===== src/eeprom_write_regs.vh =====
// Operation
// - Write shifts in a 16-bit data word and stores it at the address
// - After last data bit of write, timed erase then program of that word
// - Status shown on data output when chip select returns high during a cycle
// - Data output low while programming still runs
// - Data output high once the word is written and device is ready
// - Write-all programs every word with the one supplied data value
// - Write-all cycle is self-timed, starting at the last data bit edge
// - A started cycle completes with no further serial clock edges
// - Write-all erases the whole array automatically before programming
// - Write-all executes only while programming is enabled
// - Start is first clock edge with chip select and serial input high; starts are dropped while busy
// - Instruction executes only after all its bits arrived, 25 clocks for writes
// - Power up disabled; writes ignored until program-enable executes
// - Data output goes high impedance on falling edge of chip select
`ifndef EEPROM_WRITE_REGS_VH
`define EEPROM_WRITE_REGS_VH
`define OP_WRITE 2'h1
`define OP_SPECIAL 2'h0
`define SUB_PROGRAM_ALL 2'h1
`define SUB_ENABLE 2'h3
`define SUB_DISABLE 2'h0
`define SUB_ERASE_ALL 2'h2
`define ADDR_BITS 6
`define DATA_BITS 16
`define SHORT_BITS 8
`define LONG_BITS 24
`define SHORT_LAST 5'h07
`define LONG_LAST 5'h17
`define T_ERASE_NS 1000
`define T_PROG_NS 1000
`define CLK_PERIOD_NS 5
`define ERASE_CYCLES ((`T_ERASE_NS + `CLK_PERIOD_NS - 1) / `CLK_PERIOD_NS)
`define PROG_CYCLES ((`T_PROG_NS + `CLK_PERIOD_NS - 1) / `CLK_PERIOD_NS)
`define ERASED_WORD 16'hffff
`endif


===== src/word_memory.v =====
`default_nettype none
module word_memory #(
  parameter AW = 6,
  parameter DW = 16
) (
  input wire clock, // System clock
  input wire we, // Write strobe
  input wire [AW-1:0] waddr, // Write address
  input wire [DW-1:0] wdata, // Write data
  input wire [AW-1:0] raddr, // Read address
  output reg [DW-1:0] rdata // Registered read data
);
  reg [DW-1:0] mem [0:(1<<AW)-1];
  always @(posedge clock) begin
    if (we) begin
      mem[waddr] <= wdata;
    end
    rdata <= mem[raddr];
  end
endmodule
`default_nettype wire


===== src/eeprom_write.v =====
`include "eeprom_write_regs.vh"
`default_nettype none
module eeprom_write #(
  parameter AW = `ADDR_BITS,
  parameter DW = `DATA_BITS,
  parameter ERASE_CYCLES = `ERASE_CYCLES,
  parameter PROG_CYCLES = `PROG_CYCLES
) (
  input wire clock, // 200 MHz system clock
  input wire resetn, // Async reset, active low
  input wire chip_select, // Serial chip select pin
  input wire serial_clock, // Serial clock pin
  input wire serial_in_line, // Serial data in pin
  output reg serial_out, // Serial data out value
  output reg serial_out_en, // High while driving data out
  output reg busy, // High during a timed cycle
  input wire [AW-1:0] peek_addr, // Array readback address
  output reg [DW-1:0] peek_data // Array readback data
);
  // ****************************************
  // Pin synchronisers
  // ****************************************
  reg [1:0] cs_sync;
  reg [1:0] sk_sync;
  reg [1:0] di_sync;
  reg sk_last;
  reg cs_last;

  // Only the second stage of each pair feeds logic; edge detectors reset low like idle pins
  always @(posedge clock or negedge resetn) begin
    if (!resetn) begin
      cs_sync <= 2'h0;
      sk_sync <= 2'h0;
      di_sync <= 2'h0;
      sk_last <= 1'b0;
      cs_last <= 1'b0;
    end else begin
      cs_sync <= {cs_sync[0], chip_select};
      sk_sync <= {sk_sync[0], serial_clock};
      di_sync <= {di_sync[0], serial_in_line};
      sk_last <= sk_sync[1];
      cs_last <= cs_sync[1];
    end
  end

  wire cs = cs_sync[1];
  wire di = di_sync[1];
  wire sk_rise = sk_sync[1] & ~sk_last;
  wire cs_fall = cs_last & ~cs;
  wire cs_rise = cs & ~cs_last;


  // ****************************************
  // Instruction shifter
  // ****************************************
  localparam S_IDLE = 2'h0;
  localparam S_SHIFT = 2'h1;
  localparam S_DONE = 2'h2;
  reg [1:0] sstate;
  reg [4:0] count;
  reg [23:0] shreg;
  reg enabled;
  reg exec_write;
  reg exec_all;
  wire [23:0] next_shreg = {shreg[22:0], di};

  // Short decode: seven bits are held, the eighth arrives on this edge
  wire [1:0] op_short = shreg[6:5];
  wire [1:0] sub_short = shreg[4:3];
  wire is_special = (op_short == `OP_SPECIAL);
  wire is_enable = is_special && (sub_short == `SUB_ENABLE);
  wire is_disable = is_special && (sub_short == `SUB_DISABLE);
  wire is_long = (op_short == `OP_WRITE) || (is_special && (sub_short == `SUB_PROGRAM_ALL));

  // Long decode: 23 bits are held, the last data bit arrives on this edge
  wire [1:0] op_long = shreg[22:21];
  wire [1:0] sub_long = shreg[20:19];
  wire long_write = enabled && (op_long == `OP_WRITE);
  wire long_all = enabled && (op_long == `OP_SPECIAL) && (sub_long == `SUB_PROGRAM_ALL);
  always @(posedge clock or negedge resetn) begin
    if (!resetn) begin
      sstate <= S_IDLE;
      count <= 5'h0;
      shreg <= 24'h0;
      enabled <= 1'b0;
      exec_write <= 1'b0;
      exec_all <= 1'b0;
    end else begin
      exec_write <= 1'b0;
      exec_all <= 1'b0;
      if (!cs) begin
        // Deselect holds the shifter in reset and drops a partial frame
        sstate <= S_IDLE;
        count <= 5'h0;
      end else if (sk_rise) begin
        case (sstate)
          S_IDLE: begin
            // Starts during a timed cycle are dropped so the array is not disturbed
            if (di && !busy) begin
              sstate <= S_SHIFT;
              count <= 5'h0;
            end
          end
          S_SHIFT: begin
            shreg <= next_shreg;
            count <= count + 5'h1;
            if (count == `SHORT_LAST) begin
              if (is_enable) begin
                enabled <= 1'b1;
                sstate <= S_DONE;
              end else if (is_disable) begin
                enabled <= 1'b0;
                sstate <= S_DONE;
              end else if (!is_long) begin
                // Erase and read frames are not handled here and are ignored
                sstate <= S_DONE;
              end
            end else if (count == `LONG_LAST) begin
              sstate <= S_DONE;
              exec_write <= long_write;
              exec_all <= long_all;
            end
          end

          S_DONE: begin
            // Further clocks are ignored until chip select drops
            sstate <= S_DONE;
          end
          default: begin
            sstate <= S_IDLE;
          end
        endcase
      end
    end
  end
  // ****************************************
  // Timed erase and program engine
  // ****************************************
  // Runs on the system clock only, so no serial clock is needed to finish
  localparam P_IDLE = 2'h0;
  localparam P_ERASE = 2'h1;
  localparam P_PROG = 2'h2;
  reg [1:0] pstate;
  // Wide timer so long program times need no width change
  reg [31:0] timer;
  reg all_mode;
  reg [AW-1:0] target;
  reg [DW-1:0] value;
  reg [AW-1:0] sweep;
  reg mem_we;
  reg [AW-1:0] mem_addr;
  reg [DW-1:0] mem_data;

  // Write-all is timed once per pass, then sweeps one word per clock
  wire sweep_last = (sweep == {AW{1'b1}});

  always @(posedge clock or negedge resetn) begin
    if (!resetn) begin
      pstate <= P_IDLE;
      timer <= 32'h0;
      all_mode <= 1'b0;
      target <= {AW{1'b0}};
      value <= {DW{1'b0}};
      sweep <= {AW{1'b0}};
      busy <= 1'b0;
      mem_we <= 1'b0;
      mem_addr <= {AW{1'b0}};
      mem_data <= {DW{1'b0}};
    end else begin
      mem_we <= 1'b0;
      case (pstate)
        P_IDLE: begin
          // Target and value are latched so the shifter may be reused later
          if (exec_write || exec_all) begin
            pstate <= P_ERASE;
            all_mode <= exec_all;
            target <= shreg[AW+DW-1:DW];
            value <= shreg[DW-1:0];
            timer <= 32'h0;
            sweep <= {AW{1'b0}};
            busy <= 1'b1;
          end
        end

        // Erase pass leaves each word at the erased level before programming
        P_ERASE: begin
          if (timer >= ERASE_CYCLES - 1) begin
            mem_we <= 1'b1;
            mem_addr <= all_mode ? sweep : target;
            mem_data <= `ERASED_WORD;
            if (!all_mode || sweep_last) begin
              pstate <= P_PROG;
              timer <= 32'h0;
              sweep <= {AW{1'b0}};
            end else begin
              sweep <= sweep + {{(AW-1){1'b0}}, 1'b1};
            end
          end else begin
            timer <= timer + 32'h1;
          end
        end

        // Program pass reuses the timer; write-all sweeps from word 0 again
        P_PROG: begin
          if (timer >= PROG_CYCLES - 1) begin
            mem_we <= 1'b1;
            mem_addr <= all_mode ? sweep : target;
            mem_data <= value;
            if (!all_mode || sweep_last) begin
              pstate <= P_IDLE;
              busy <= 1'b0;
            end else begin
              sweep <= sweep + {{(AW-1){1'b0}}, 1'b1};
            end
          end else begin
            timer <= timer + 32'h1;
          end
        end

        default: begin
          pstate <= P_IDLE;
          busy <= 1'b0;
        end
      endcase
    end
  end

  // ****************************************
  // Array
  // ****************************************
  wire [DW-1:0] mem_rdata;

  word_memory #(.AW(AW), .DW(DW)) array (
    .clock(clock),
    .we(mem_we),
    .waddr(mem_addr),
    .wdata(mem_data),
    .raddr(peek_addr),
    .rdata(mem_rdata)
  );

  // Extra stage so the readback port comes straight from a flop
  always @(posedge clock or negedge resetn) begin
    if (!resetn) begin
      peek_data <= {DW{1'b0}};
    end else begin
      peek_data <= mem_rdata;
    end
  end

  // ****************************************
  // Progress indication on data out
  // ****************************************
  // Status armed by a timed cycle; shown from the next chip select rise
  // Staying deselected for the whole cycle still shows ready once at the next select
  reg status_armed;
  wire cycle_start = exec_write | exec_all;

  always @(posedge clock or negedge resetn) begin
    if (!resetn) begin
      status_armed <= 1'b0;
    end else if (cycle_start) begin
      status_armed <= 1'b1;
    end else if (cs_rise && status_armed && !busy) begin
      // Ready has now been shown once; later selects stay quiet
      status_armed <= 1'b0;
    end
  end

  // Drive enable: released as soon as chip select is seen low
  always @(posedge clock or negedge resetn) begin
    if (!resetn) begin
      serial_out_en <= 1'b0;
    end else if (!cs || cs_fall) begin
      serial_out_en <= 1'b0;
    end else if (cs_rise && (status_armed || cycle_start)) begin
      serial_out_en <= 1'b1;
    end else if (serial_out_en && sk_rise && di && !busy) begin
      // A new start bit ends the status phase
      serial_out_en <= 1'b0;
    end
  end

  // Level lags busy by one clock, in step with the registered enable
  always @(posedge clock or negedge resetn) begin
    if (!resetn) begin
      serial_out <= 1'b0;
    end else begin
      serial_out <= ~busy;
    end
  end
endmodule
`default_nettype wire


===== config.mk =====
export PLATFORM = sky130hd
export DESIGN_NAME = eeprom_write
export DESIGN_NICKNAME = d
export VERILOG_FILES = /design/src/word_memory.v /design/src/eeprom_write.v
export VERILOG_INCLUDE_DIRS = /design/src
export SDC_FILE = /design/constraint.sdc
export NUM_CORES = 1
export LEC_CHECK = 0
export ABC_CLOCK_PERIOD_IN_PS = 2900
export BUFFER_PORTS_ARGS = -buffer_cell sky130_fd_sc_hd__buf_4
export CAP_MARGIN = 20
export CORE_ASPECT_RATIO = 0.8
export CORE_UTILIZATION = 40
export CTS_CLUSTER_SIZE = 14
export DETAILED_ROUTE_END_ITERATION = 8
export PLACE_DENSITY_LB_ADDON = 0.12
export REMOVE_ABC_BUFFERS = 1
export SYNTH_ARGS = -nofsm -noshare
export SYNTH_HDL_FRONTEND = slang
export SYNTH_HIERARCHICAL = 1
export SYNTH_SLANG_ARGS = --single-unit

===== constraint.sdc =====
create_clock -name clock -period 2.9 [get_ports clock]
set_input_delay 0.29 -clock clock [delete_from_list [all_inputs] [get_ports clock]]
set_output_delay 0.29 -clock clock [all_outputs]
set_load 0.02 [all_outputs]

# After elaboration in Yosys (flattened, before gate mapping)
# Memories as Yosys holds them, arrays and structs flattened. A register that Yosys moved wholly into a read port is not among the register bits.
# Index checks and enable logic that the tools add are counted.
# totals
ff_bits	147
mem_bits_rw	1024
out_inout_bits	19
elab_cells	166
memories	1
# mem_list
memory	words	width	read_ports	rd_clocked_by_memory_dff	wr	line	rtl
array.mem	64	16	1	1	1	word_memory.v:13	reg [DW-1:0] mem [0:(1<<AW)-1];
# classes
n_addsub	3
magnitude_cmp	1
n_eq_ne	25
n_mux	59
bitwise_logic	9
reduce_logical	43
# op_table
op	count
$mux 32	4
$pmux 32 s3	1
$mux 6	6
$add 32x1->32 const B	1
$ge 32x8->1 const B	1
$mux 16	2
$pmux 16 s2	1
$mux 2	13
$mux 1	24
$pmux 6 s3	1
$mux 5	3
$reduce_and 5->1	3
$ne 2x2->1 const B	7
$logic_and 1x1->1	13
$eq 2x1->1 const B	6
$pmux 2 s3	2
$reduce_and 4->1	3
$logic_not 2->1	5
$pmux 5 s2	1
$reduce_and 3->1	3
$add 6x1->6 const B	1
$eq 2x2->1 const B	3
$eq 6x6->1 const B	1
$ne 3x3->1 const B	2
other kinds (17)	33

# Depth between registers and ports, before layout
# depth
word_depth	10
depth_mapped	10

# Modules after synthesis
# Netlist, hierarchy kept.
# by_module_without_submodules
module	instances	cells_each	area_per_inst_um2
word_memory	1	1829	40042.2
eeprom_write	1	487	5993.2

# Worst setup path after synthesis
# Ideal clock, no wire load.
# synth_timing
path_type	reg2reg
start	reg mem_addr[3]
end	mem array.mem[48][0] (enable)
setup_time_ps	409
arrival_ps	1987
slack_ps	504
stages_incl_launch_ff	5
synth_period_minus_slack_ps	2396
cell_sequence	dfrtp_1 clkbuf_1 nor2b_1 nand4b_1 nor3_1
# synth_lines
item	line	rtl
start: declaration	eeprom_write.v:151	reg [AW-1:0] mem_addr;
start signal: assignment	eeprom_write.v:167	mem_addr <= {AW{1'b0}};
start signal: assignment	eeprom_write.v:189	mem_addr <= all_mode ? sweep : target;
start signal: assignment	eeprom_write.v:207	mem_addr <= all_mode ? sweep : target;
end: declaration	word_memory.v:13	
# Straight into the memory's write port.

# Final worst setup path
# layout_timing
start	reg timer[0]
end	reg timer[27]
# layout_via
elab_chain_cells	3
word_cells_on_any_way	8
cone_classes	1 x add/sub; 1 x order compare; 2 x eq/ne; 3 x mux; 1 x reduce/logical
# layout_lines
item	line	rtl
start: declaration	eeprom_write.v:145	reg [31:0] timer;
start signal: assignment	eeprom_write.v:199	timer <= timer + 32'h1;
start signal: assignment	eeprom_write.v:216	timer <= timer + 32'h1;
$add 32x1->32 or $ge 32x8->1 (tied branches)	n/a	
$mux 32, or another cell as far along	eeprom_write.v:205	if (timer >= PROG_CYCLES - 1) begin
$pmux 32 s3 or $reduce_and 4->1 (tied branches)	n/a	
# Several ways; a longest one is shown, not always the timed one. The select of a mux whose other input is x is not followed.
# A chain may end at the register's enable or synchronous reset.

==> qor.csv <==
stage,metric,value,unit
global_routing,largest net degree at the start of global routing,66,
routing,Routed Antenna Nets,0,
finish,Syn-to-layout area delta,15.9,%
yosys,"Async S/R FF share, synth",12.4,%
yosys,post-synth top area share,66.8,%
sta,Final Cycle Share,85.1,%
yosys,Synth Flop Type,edfxtp_1,
sta,Setup WS post-layout,0.432,ns
global_routing,number of global-route vias before repair,23322,
pwr,leakage power,15.5,nW
sta,Slew Limit Fails,0,
sta,fin crit period,2.47,ns
pwr,total power,0.0353,W
finish,fillers,9447,
placed_design,routability cong.,0.817,
placed_design,DP Cell Count,3948,
worst_setup_path,Critical Path Slowest Stage Cell,o32ai_4,
worst_setup_path,WP data required,3.50,ns
yosys,synthesized area,46000,µm²
worst_setup_path,top fanout value on the critical path,16,
clock_tree,CTS buffer count,119,
yosys,post-synthesis cell count,2316,
yosys,dominant cells by area after synthesis,"edfxtp_1 67%, mux4_2 11%, dfrtp_1 8.0%",
clock_tree,Clock Pin Slew Worst Setup and Hold Paths,0.06,ns
worst_setup_path,Worst setup EP type,flop,
finish,FF/Latch Area,34800,µm²
floorplanning,starting density of the core,40.6,%
sta,achievable frequency,0.405,GHz
sta,setup_tns,0,ns
sta,worst rel slew slack,30.0,%
floorplanning,Die ar.,116000,µm²
sta,number of hold violations in the final report,0,
clock_tree,post-CTS sizing,0,
finish,Post-layout nets,2583,
yosys,post-synthesis sequential area ratio,75.5,%
global_routing,total track usage,21.0,%
routing,Wirelength per Cell,29.0,µm
yosys,mean post-synth cell area,19.9,µm²
sta,WHS,0.0888,ns
worst_setup_path,crit path DAT,3.07,ns
worst_setup_path,critical-path cell list,ha_1 -> a2111oi_2 -> nor2_2 -> o32ai_4 -> nand2_2 -> and2_1,
routing,vias,23394,
clock_tree,CTS tree,done,
placed_design,input/output buffers,29,
yosys,Post-synth EDFFs,1024,
clock_tree,Root Buffer,clkbuf_16,
finish,area of the multi-input gates,10500,µm²
clock_tree,Worst-Skew Late Latency,0.74,ns
yosys,number of synthesized register bits,1187,
worst_setup_path,CP max stage delay,0.53,ns
routing,final wirelength,121,mm
routing,# DRC,0,
yosys,number of synthesis warnings,6,
outcome,outcome,"finished, final reports clean",
floorplanning,Rows,110,
global_routing,first-pass GRT wire length,174,mm
floorplanning,Die X,381,µm
clock_tree,clk sinks,1187,
pwr,Pwr Density,661,nW/µm²
worst_setup_path,Startpoint Class,flop,
floorplanning,Top-Level Pins,30,
floorplanning,core area,113000,µm²
global_routing,total grt overflow,0,
sta,Worst-Margin Slew,1.05,ns
routing,DR iter-0 viols,2561,
pwr,VDD IR max,0.000517,V
routing,Pre-antenna DRT Iters,5,
clock_tree,htree depth,3,
sta,clock skew,0.0326,ns
routing,drt via density,5.60,
finish,ant diodes,0,
worst_setup_path,"setup slack, reg-to-reg",0.43,ns
yosys,cell taking the most area after synthesis,edfxtp_1,
sta,Final setup viols,0,
run,max-cap viol count,0,
min_path,Min-Delay Path Class,primary input to asynchronous set/reset pin,
placed_design,HPWL after DPL,77.1,mm
clock_tree,CTS Buffer Depth,3,
floorplanning,Die Y,305,µm
finish,share of cells above drive strength 1,28.5,%
yosys,Synth cell types,73,
placed_design,worst slack at placement,0.103,ns
worst_setup_path,WS Path Type,flop to flop,
sta,RSZ-0062 raised after global routing,no,
finish,Layout Cells excl Fill,4179,
global_routing,initial antenna violation count,13,
flip-flops by register name (all words and copies together), names as in the netlist, 2 cells and up:
| signal | flops |
|---|---|
| array/mem | 1024 |
| array/rdata | 16 |
| count | 5 |
| cs_sync | 2 |
| di_sync | 2 |
| mem_addr | 6 |
| mem_data | 16 |
| peek_data | 16 |
| pstate | 2 |
| shreg | 23 |
| sk_sync | 2 |
| sstate | 2 |
| sweep | 6 |
| target | 6 |
| timer | 32 |
| value | 16 |
power by group:
group	internal [W]	switching [W]
logic	0.000413	0.000634
registers	0.0184	0.0000841
clock network	0.00914	0.00661
total	0.0279	0.00732
cell families (layout without fill, tap and decap cells):
family          Yosys count  count (layout)  synth area share, %
compound gates          219             219                 3.50
xor+xnor                  1               1               0.0190
fa+ha+maj                10              10                0.272
buf+inv                 137             488                 1.87
flops                  1187            1187                 75.5
mux                     394             394                 14.9
simple gates            368             368                 3.95
cell usage after synthesis, types with 10 or more instances:
| library cell | n |
|---|---|
| a21oi_1 | 27 |
| mux4_2 | 220 |
| clkbuf_1 | 34 |
| buf_2 | 40 |
| nand4_1 | 13 |
| mux2i_1 | 89 |
| edfxtp_1 | 1024 |
| dfxtp_1 | 16 |
| a31oi_1 | 12 |
| nor2_1 | 99 |
| a221oi_1 | 16 |
| dfrtp_1 | 147 |
| mux2_2 | 75 |
| buf_4 | 13 |
| nand2b_1 | 10 |
| o21ai_0 | 19 |
| nand3_1 | 33 |
| o21ai_1 | 22 |
| nor2b_1 | 31 |
| ha_1 | 10 |
| buf_6 | 17 |
| a22oi_1 | 40 |
| inv_1 | 18 |
| and2_1 | 25 |
| a211oi_1 | 10 |
| nand2_1 | 107 |
routing by layer:
layer  routed length (µm)  track usage [%]  vias to the layer above
li1                     -                -                     9922
met1                57100             32.9                    12482
met2                51000             28.8                      854
met3                10900             6.05                      134
met4                 2120             4.35                        2
met5                   13                0                        -
area by class of cell:
type                    instances  area share [%]
clock inverters                65            1.33
clock buffers                 161            6.18
flip-flops and latches       1187            65.1
repair buffers                244            4.08
multi-input cells             992            19.6
well taps                    1512            3.54
inverters                      18           0.127
through the flow:
step,util (%),area (µm²)
6_report,47.1,53400
2_1_floorplan,-,45200
3_5_place_dp,43.5,49300
4_1_cts,47.1,53400
5_1_grt,47.1,53400
3_3_place_gp,43.5,49300
critical path: cells and delay by family (launching register included):
family,cells,cell delay [ns]
AO/OA/AOI/OAI,2,0.93
adder cells (fa/ha/maj),1,0.27
flip-flops,1,0.41
AND/OR/NAND/NOR,3,0.74
cell usage in the layout, fill, tap and decap left out, types with 25 or more instances in the layout:
master / count
buf_12: 25
buf_4: 210
nand2_1: 107
nand3_1: 33
and2_1: 25
a22oi_1: 40
mux4_2: 220
nor2_1: 99
mux2i_1: 89
nor2b_1: 31
dfrtp_1: 131
a21oi_1: 27
clkbuf_1: 26
mux2_2: 75
clkbuf_16: 120
edfxtp_1: 1024
repair_timing:
item                                    4_1_cts  5_1_grt
endpoints found under the setup margin        0        0
buffers inserted                              0        0
hold endpoints to repair                    113        0
hold buffers                                  5        0
final timing paths:
path	from	endpoint	depth (start not counted)
max in group asynchronous	resetn	mem_data[5]$_DFFE_PN0P_	3
min in group clock	serial_in_line	di_sync[0]$_DFF_PN0_	2
setup reg to reg	timer[0]$_DFFE_PN0P_	timer[27]$_DFFE_PN0P_	6
setup / recovery	timer[0]$_DFFE_PN0P_	timer[27]$_DFFE_PN0P_	6
hold / removal	resetn	cs_sync[0]$_DFF_PN0_	2
hold reg to reg	array/rdata[2]$_DFF_P_	peek_data[2]$_DFF_PN0_	0
No activity file was read; power rests on OpenSTA's default activity.
